[src/pkg/dsd_pkg.sv]
// Package for the diagnostic and socket DMA configuration bank.
// Assumes an APB slave with 32-bit data, byte offsets as printed.
package dsd_pkg;

  // ==========================================================
  // Register offsets (byte addresses)
  localparam logic [7:0] DSD_OFF_DIAG = 8'h93;
  localparam logic [7:0] DSD_OFF_DMA0 = 8'h94;
  localparam logic [7:0] DSD_OFF_DMA1 = 8'h98;
  // Word address of the diagnostic byte (lane 3 of word 90h)
  localparam logic [7:0] DSD_OFF_DIAG_WORD = 8'h90;
  localparam int DSD_DIAG_LANE = 3;

  // ==========================================================
  // Reset values
  localparam logic [7:0] DSD_DIAG_RST = 8'h61;
  localparam logic [31:0] DSD_DMA0_RST = 32'h00000000;
  localparam logic [31:0] DSD_DMA1_RST = 32'h00000000;

  // ==========================================================
  // Field positions in the diagnostic byte
  localparam int DSD_B_IDMASK = 7;
  localparam int DSD_B_OSCFS = 6;
  localparam int DSD_B_ROUTE = 5;
  localparam int DSD_B_RDIS = 4;
  localparam int DSD_B_REXT = 3;
  localparam int DSD_B_CBDS = 2;
  localparam int DSD_B_HDS = 1;
  localparam int DSD_B_STATUS_CHANGE_EN_A = 0;
  // Mask of bits that are global (function 0 copy only)
  localparam logic [7:0] DSD_GLOBAL_MASK = 8'h9e;

  // Socket DMA register 1 fields
  localparam int DSD_BASE_LSB = 4;
  localparam int DSD_BASE_MSB = 15;
  localparam int DSD_EXT_BIT = 3;

  // ==========================================================
  // Timing constants (cycles of the bridge clock)
  localparam logic [15:0] DSD_DISCARD_SHORT = 16'h0400;
  localparam logic [15:0] DSD_DISCARD_LONG = 16'h8000;
  localparam logic [6:0] DSD_RETRY_SHORT = 7'h10;
  localparam logic [6:0] DSD_RETRY_LONG = 7'h40;
  // Status-change routing needs legacy 805 bits 7-4 at this value
  localparam logic [3:0] DSD_LEG805_ROUTE_VAL = 4'h0;

  // ==========================================================
  // Encodings
  typedef enum logic [1:0] {
    DSD_REQ_NONE = 2'h0,
    DSD_REQ_SPKR = 2'h1,
    DSD_REQ_IOIS16 = 2'h2,
    DSD_REQ_INPACK = 2'h3
  } dsd_req_pin_t;

  localparam logic [1:0] DSD_WIDTH_8 = 2'h0;
  localparam logic [1:0] DSD_WIDTH_16 = 2'h1;

  // Per-function register copy
  typedef struct packed {
    logic [7:0] diag;
    logic [1:0] req_pin;
    logic [11:0] base;
    logic [1:0] width;
    logic decode_en;
  } dsd_func_t;

  // Whole state of the block
  typedef struct packed {
    dsd_func_t f1;
    dsd_func_t f0;
    logic [31:0] prdata;
  } dsd_state_t;

  // Decoded configuration for one function
  typedef struct packed {
    logic id_mask_all_ones;
    logic osc_pm_failsafe;
    logic status_change_to_pci;
    logic status_change_en_a;
    logic delayed_txn_off;
    logic [6:0] retry_limit;
    logic [15:0] cardbus_discard_cycles;
    logic [15:0] host_discard_cycles;
    logic [1:0] dma_request_pin_sel;
    logic dma_16bit;
    logic window_hit;
  } dsd_cfg_t;

endpackage : dsd_pkg

[src/core/dsd_regs.sv]
// Diagnostic and socket DMA configuration registers, two functions.
// Assumes APB master on pclk; pfunc selects bridge function 0 or 1.
`timescale 1ns/1ps
`default_nettype none

module dsd_regs
  import dsd_pkg::*;
(
  // Clock, reset, enable
  input wire logic pclk,
  input wire logic presetn,
  input wire logic clk_en,
  // APB slave
  input wire logic psel,
  input wire logic penable,
  input wire logic pwrite,
  input wire logic [7:0] paddr,
  input wire logic [31:0] pwdata,
  input wire logic [3:0] pstrb,
  input wire logic pfunc,
  output logic [31:0] prdata,
  output logic pready,
  output logic pslverr,
  // Legacy socket register levels, per function
  input wire logic [1:0] leg803_bit4,
  input wire logic [7:0] leg805_hi,
  // PCI I/O address to check against each window
  input wire logic [31:0] io_addr,
  // Decoded configuration per function
  output dsd_pkg::dsd_cfg_t cfg0,
  output dsd_pkg::dsd_cfg_t cfg1
);
  import dsd_pkg::*;

  // ==========================================================
  // State
  dsd_state_t st_ff;
  dsd_state_t nxt_st;

  logic access;
  logic [7:0] word;
  logic [31:0] rd_val;
  logic [7:0] g_diag;

  assign access = psel && penable;
  assign word = {paddr[7:2], 2'b00};
  assign pready = 1'b1;
  assign pslverr = access && (word != DSD_OFF_DIAG_WORD) &&
                   (word != DSD_OFF_DMA0) && (word != DSD_OFF_DMA1);
  assign prdata = st_ff.prdata;

  // Function 1 sees global bits from function 0's copy
  function automatic logic [7:0] eff_diag(input logic [7:0] own,
                                          input logic [7:0] glob);
    eff_diag = (own & ~DSD_GLOBAL_MASK) | (glob & DSD_GLOBAL_MASK);
  endfunction : eff_diag

  // ==========================================================
  // Decode one function's configuration
  function automatic dsd_cfg_t decode(input dsd_func_t f,
                                      input logic [7:0] glob,
                                      input logic l803,
                                      input logic [3:0] l805,
                                      input logic [31:0] a);
    logic [7:0] d;
    d = eff_diag(f.diag, glob);
    decode.id_mask_all_ones = d[DSD_B_IDMASK];
    decode.osc_pm_failsafe = d[DSD_B_OSCFS];
    decode.status_change_to_pci = d[DSD_B_ROUTE] ?
      (l805 == DSD_LEG805_ROUTE_VAL) : l803;
    decode.status_change_en_a = d[DSD_B_STATUS_CHANGE_EN_A];
    decode.delayed_txn_off = d[DSD_B_RDIS];
    decode.retry_limit = d[DSD_B_REXT] ? DSD_RETRY_LONG :
                         DSD_RETRY_SHORT;
    decode.cardbus_discard_cycles = d[DSD_B_CBDS] ? DSD_DISCARD_SHORT :
                                    DSD_DISCARD_LONG;
    decode.host_discard_cycles = d[DSD_B_HDS] ? DSD_DISCARD_SHORT :
                                 DSD_DISCARD_LONG;
    decode.dma_request_pin_sel = f.req_pin;
    // Reserved width codes fall back to 8-bit; never wider than 16
    decode.dma_16bit = (f.width == DSD_WIDTH_16);
    decode.window_hit = f.decode_en && (a[31:16] == 16'h0000) &&
      (a[15:4] == f.base);
  endfunction : decode

  function automatic logic [31:0] read_word(input dsd_func_t f,
                                            input logic [7:0] glob,
                                            input logic [7:0] w);
    read_word = 32'h00000000;
    case (w)
      DSD_OFF_DIAG_WORD: read_word[31:24] = eff_diag(f.diag, glob);
      DSD_OFF_DMA0: read_word[1:0] = f.req_pin;
      // Bit 3 and bits 31-16 stay zero
      DSD_OFF_DMA1: read_word = {16'h0000, f.base, 1'b0, f.width,
                                 f.decode_en};
      default: read_word = 32'h00000000;
    endcase
  endfunction : read_word

  function automatic dsd_func_t write_fn(input dsd_func_t f,
                                         input logic [7:0] w,
                                         input logic [31:0] d,
                                         input logic [3:0] s);
    write_fn = f;
    case (w)
      DSD_OFF_DIAG_WORD: if (s[DSD_DIAG_LANE]) begin
        write_fn.diag = d[31:24];
      end
      DSD_OFF_DMA0: if (s[0]) begin
        write_fn.req_pin = d[1:0];
      end
      DSD_OFF_DMA1: begin
        if (s[0]) begin
          write_fn.width = d[2:1];
          write_fn.decode_en = d[0];
          write_fn.base[3:0] = d[7:4];
        end
        if (s[1]) begin
          write_fn.base[11:4] = d[15:8];
        end
      end
      default: write_fn = f;
    endcase
  endfunction : write_fn

  // ==========================================================
  // Next state
  always_comb begin
    nxt_st = st_ff;
    g_diag = st_ff.f0.diag;
    rd_val = read_word(pfunc ? st_ff.f1 : st_ff.f0, g_diag, word);
    // Read data is latched at the end of the setup cycle so that it
    // already stands in the access phase, where the master samples it
    if (psel && !penable && !pwrite) begin
      nxt_st.prdata = rd_val;
    end
    if (access && pwrite) begin
      // Separate copies per function; an f1 write stores its global bits too, but only f0's are used
      if (pfunc) begin
        nxt_st.f1 = write_fn(st_ff.f1, word, pwdata, pstrb);
      end else begin
        nxt_st.f0 = write_fn(st_ff.f0, word, pwdata, pstrb);
      end
    end
  end

  always_ff @(posedge pclk or negedge presetn) begin
    if (!presetn) begin
      st_ff.f0 <= '{diag: DSD_DIAG_RST, req_pin: 2'h0, base: 12'h000,
                    width: 2'h0, decode_en: 1'b0};
      st_ff.f1 <= '{diag: DSD_DIAG_RST, req_pin: 2'h0, base: 12'h000,
                    width: 2'h0, decode_en: 1'b0};
      st_ff.prdata <= 32'h00000000;
    end else if (clk_en) begin
      st_ff <= nxt_st;
    end
  end

  assign cfg0 = decode(st_ff.f0, g_diag, leg803_bit4[0], leg805_hi[3:0],
                       io_addr);
  assign cfg1 = decode(st_ff.f1, g_diag, leg803_bit4[1], leg805_hi[7:4],
                       io_addr);
endmodule : dsd_regs

`default_nettype wire

[config.mk]
export PLATFORM = sky130hd
export DESIGN_NAME = dsd_regs
export DESIGN_NICKNAME = d
export VERILOG_FILES = /design/src/pkg/dsd_pkg.sv /design/src/core/dsd_regs.sv
export SDC_FILE = /design/constraint.sdc
export NUM_CORES = 1
export LEC_CHECK = 0
export BUFFER_PORTS_ARGS = -buffer_cell sky130_fd_sc_hd__buf_2
export CAP_MARGIN = 10
export CORE_MARGIN = 2
export CORE_UTILIZATION = 49
export DETAILED_ROUTE_END_ITERATION = 10
export PLACE_DENSITY = 0.86
export SLEW_MARGIN = 20
export SYNTH_ARGS = -nofsm -noshare
export SYNTH_HDL_FRONTEND = slang
export SYNTH_SLANG_ARGS = --single-unit
[constraint.sdc]
create_clock -name pclk -period 2.9 [get_ports pclk]
set_clock_uncertainty 0.1 [all_clocks]
set_input_delay 0.145 -clock pclk [delete_from_list [all_inputs] [get_ports pclk]]
set_output_delay 0.145 -clock pclk [all_outputs]
set_load 0.02 [all_outputs]
After elaboration in Yosys (flattened, before gate mapping)
Index checks and enable logic that the tools add are counted.
Word-level totals
  bits in registers: 81
  output and inout port bits: 130
  logic and storage cells: 64
Operators by class
  equal/unequal tests: 10
  muxes and demuxes: 12
  bitwise operators: 4
  reduce and logical (&&, ||, !) cells: 25
Operators by type and width (count)
  16-bit 2-to-1 mux: 4
  5-bit AND reduction: 8
  12-bit equality test: 2
  24-bit 2-to-1 mux: 1
  7-bit by 8-bit bitwise OR with 8-bit output: 3
  6-bit equality test (second input constant): 3
  6-bit inequality test (second input constant): 3
  16-bit logical NOT: 1
  14-bit 2-to-1 mux: 1
  7-bit 2-to-1 mux: 2
  1-bit logical AND: 11
  4-bit logical NOT: 2
  8-bit 2-to-1 mux: 1
  2-bit by 1-bit equality test with 1-bit output (second input constant): 2
  2-bit case mux with 2 select lines: 1
  1-bit logical NOT: 2
  1-bit 2-to-1 mux: 2
  2-bit AND reduction: 1
  1-bit NOT: 1

Longest topological paths before layout
  word-level depth: 4
  depth in mapped cells: 5
  gate-level depth less buffers: 4

Worst setup path before layout
Ideal clock, no wire load.
  path type: reg2out
  from: register st_ff[67] (netlist name)
  to: output cfg1[0] (netlist name)
  data arrival time: 1.399 ns
  data required time: 2.655 ns
  path slack: 1.256 ns
  cell stages (with the launch flop): 5
  path buffers: 0
  cell sequence: dfrtp_1 -> xor2_1 -> nor4_1 -> nand4_1 -> nor3_1
RTL lines
  from (decl): line dsd_regs.sv:37  | dsd_state_t st_ff;
  from (signal assigned): line dsd_regs.sv:155  | st_ff <= nxt_st;
  to (decl): line dsd_regs.sv:31  | output dsd_pkg::dsd_cfg_t cfg1

==> metrics <==
post-route DRC violation count=0; crit path DAT=1.86 ns; CP max-delay cell=dfrtp_1; startpoint types=flip-flop; Slew headroom=0.5650; f_max=0.4753 GHz; largest net degree at the start of global routing=46; CP Capture Type=output port; Core ar.=8258 µm²; CP peak stage delay=0.43 ns; initial drt markers=131; Sequential Power Share=0.443; Comb pwr share=0.123; Syn Area/Cell=10.96 µm²; Pint=1.615 mW; Power Dens Cells=452.4 nW/µm²; routability cong.=0.8189; Synth Flop Type=dfrtp_1; DR WL/cell=15.43 µm; status=completed; post-synth top area share=0.3707; clock power share=0.434; Cell variety after synth=35; Setup-failing EPs final=0; Post-Syn Instances=382; first-pass GRT wire length=13830 µm; gr ovfl total=0; clock sink count=68; total number of vias=2950; top post-synthesis cells by area=dfrtp_1 (37%), buf_4 (22%), mux2_2 (12%), mux2i_1 (3.8%), dfstp_2 (3.8%); Finished Cell Area=4782 µm²; DRT antenna net count=0; switching pwr=0.5480 mW; post-DP HPWL=6763 µm; clk slew on worst S/H paths=0.08 ns; TritonCTS Buffers=9; Area growth, synth to finish=14.26%; crit share post-route=0.7255; actual slew at the worst max-slew pin=0.6524 ns; sw frac=0.2533; # H-tree levels=3; worst hold path class=in2reg; GRT Resource Usage Total=0.1995; number of port buffers=130; Fin. Hold Viols=0; R2R setup slack=1.64 ns; Max Transition Viols Final=0; #FFs+latches synth=68; first-pass detailed-route iteration total=4; # Max-Cap Violations=0; final net count=586; setup repair bufs after CTS=0; io pins=223; synthesized cell area=4185 µm²; yosys warns=0; post-synthesis sequential area ratio=0.4084; Worst Path Max Fanout=3; CTS tree=built; CTS Buffer Depth=2; area leader, netlist=dfrtp_1; Commonest cells post-synth=buf_4 (123), dfrtp_1 (62), mux2_2 (44); die span in y=96.42 µm; P_leak=2.595 nW; CP Class=reg2out; placed cell areas=4300 µm²; count leader, synth=buf_4; number of synthesized flops with an enable pin=0; CP required=2.65 ns; Ant. Diodes=0; fin crit period=2.104 ns; final core utilization=0.5791; peak supply drop=372.9 µV; initial core utilization=0.5068; share of cells above drive strength 1=0.4096; Post-synth ARST share=1.000; drt total wl=9306 µm; RSZ-0062 raised after global routing=false; initial antenna violation count=0; Rows=33; Worst-Skew Late Latency=0.35 ns; cell family with most CP delay=simple AND/OR/NAND/NOR gates; vias per inst=4.892; die width=96.42 µm; Crit path buffers/inverters=1; cells along the critical path=xor2_1, nor4_1, nand3_1, nor3_1, buf_2; die footprint=9297 µm²; vias in the first global route=2757; setup tns final=0 ns; clk root buf=clkbuf_8
repair_timing:
| item | in CTS | in global routing |
|---|---|---|
| endpoints found under the hold margin | 60 | 0 |
| gates resized for setup | 0 | 0 |
| hold buffers | 24 | 0 |
| endpoints found under the setup margin | 0 | 0 |
stage by stage:
| stage | setup WS (ns) | hold slack [ns] | std cells | power, mW |
|---|---|---|---|---|
| final | 0.7961 | 0.1135 | 603 | 2.163 |
| after detailed placement | 0.8152 | 0.05622 | 563 | 1.212 |
| after CTS | 0.8893 | 0.1022 | 603 | 2.166 |
| after global routing | 0.7588 | 0.1205 | 603 | 2.246 |
| after floorplan | 1.256 | -0.2506 | 456 | 1.196 |
| after global placement | 0.8686 | 0.04224 | 563 | 1.206 |
layer usage:
metal	track usage	up-vias	part of all wire
li1	-	1332	-
met1	0.2418	1431	0.39
met2	0.3397	157	0.52
met3	0.02948	30	0.051
met4	0.1127	0	0.038
met5	0	-	0
registers in the layout, indices dropped and copies added (netlist names):
register,cells
prdata,23
cfg1,2
cfg0,2
st_ff,33
g_diag,8
final timing paths:
| check | cells past startpoint | to | start |
|---|---|---|---|
| setup / recovery | 5 | cfg1[0] | st_ff[69]$_DFFE_PN0P_ |
| hold / removal | 3 | cfg0[2]$_DFFE_PN0P_ | pstrb[0] |
| setup reg to reg | 3 | prdata[0]$_DFFE_PN0P_ | cfg1[2]$_DFFE_PN0P_ |
| hold reg to reg | 2 | prdata[2]$_DFFE_PN0P_ | prdata[2]$_DFFE_PN0P_ |
| max in group asynchronous | 3 | prdata[11]$_DFFE_PN0P_ | presetn |
| min in group asynchronous | 2 | g_diag[4]$_DFFE_PN0P_ | presetn |
cell families after synthesis:
| kind of cell | Yosys count | synth area share |
|---|---|---|
| XOR/XNOR | 24 | 0.05022 |
| AND/OR/NAND/NOR | 61 | 0.08939 |
| multiplexers | 67 | 0.1755 |
| AO/OA/AOI/OAI | 26 | 0.04185 |
| buffers and inverters | 134 | 0.2329 |
| other | 2 | 0.001794 |
| flip-flops | 68 | 0.4084 |
power by group through the flow:
stage	Clock, mW	Sequential, mW	Combinational [mW]
6_report	0.938	0.959	0.266
4_1_cts	0.946	0.958	0.262
3_3_place_gp	0	0.976	0.230
2_1_floorplan	0	0.975	0.221
3_5_place_dp	0	0.976	0.235
5_1_grt	0.995	0.959	0.292
layout make-up:
type	instances	area, µm²
clock inverters	6	113.9
fillers	659	3476
clock buffers	10	127.6
well taps	105	131.4
inverters	4	15.01
multi-input cells	254	1779
repair buffers	156	905.9
flip-flops and latches	68	1709
placed cells by master, fill, tap and decap left out, types with 8 or more instances in the layout:
| master | count |
|---|---|
| dfrtp_1 | 62 |
| dlygate4sd3_1 | 24 |
| xnor2_1 | 8 |
| o31ai_1 | 13 |
| mux2i_1 | 16 |
| xor2_1 | 16 |
| o21ai_0 | 8 |
| nand2_1 | 22 |
| conb_1 | 76 |
| mux2_2 | 44 |
| nor4_1 | 11 |
| clkbuf_8 | 9 |
| buf_2 | 130 |
tightest hold or removal path: stages:
cell and delay [ns]:
buf_2 0.12, nand3_1 0.10, mux2_2 0.16
No activity file was read; power rests on OpenSTA's default activity.
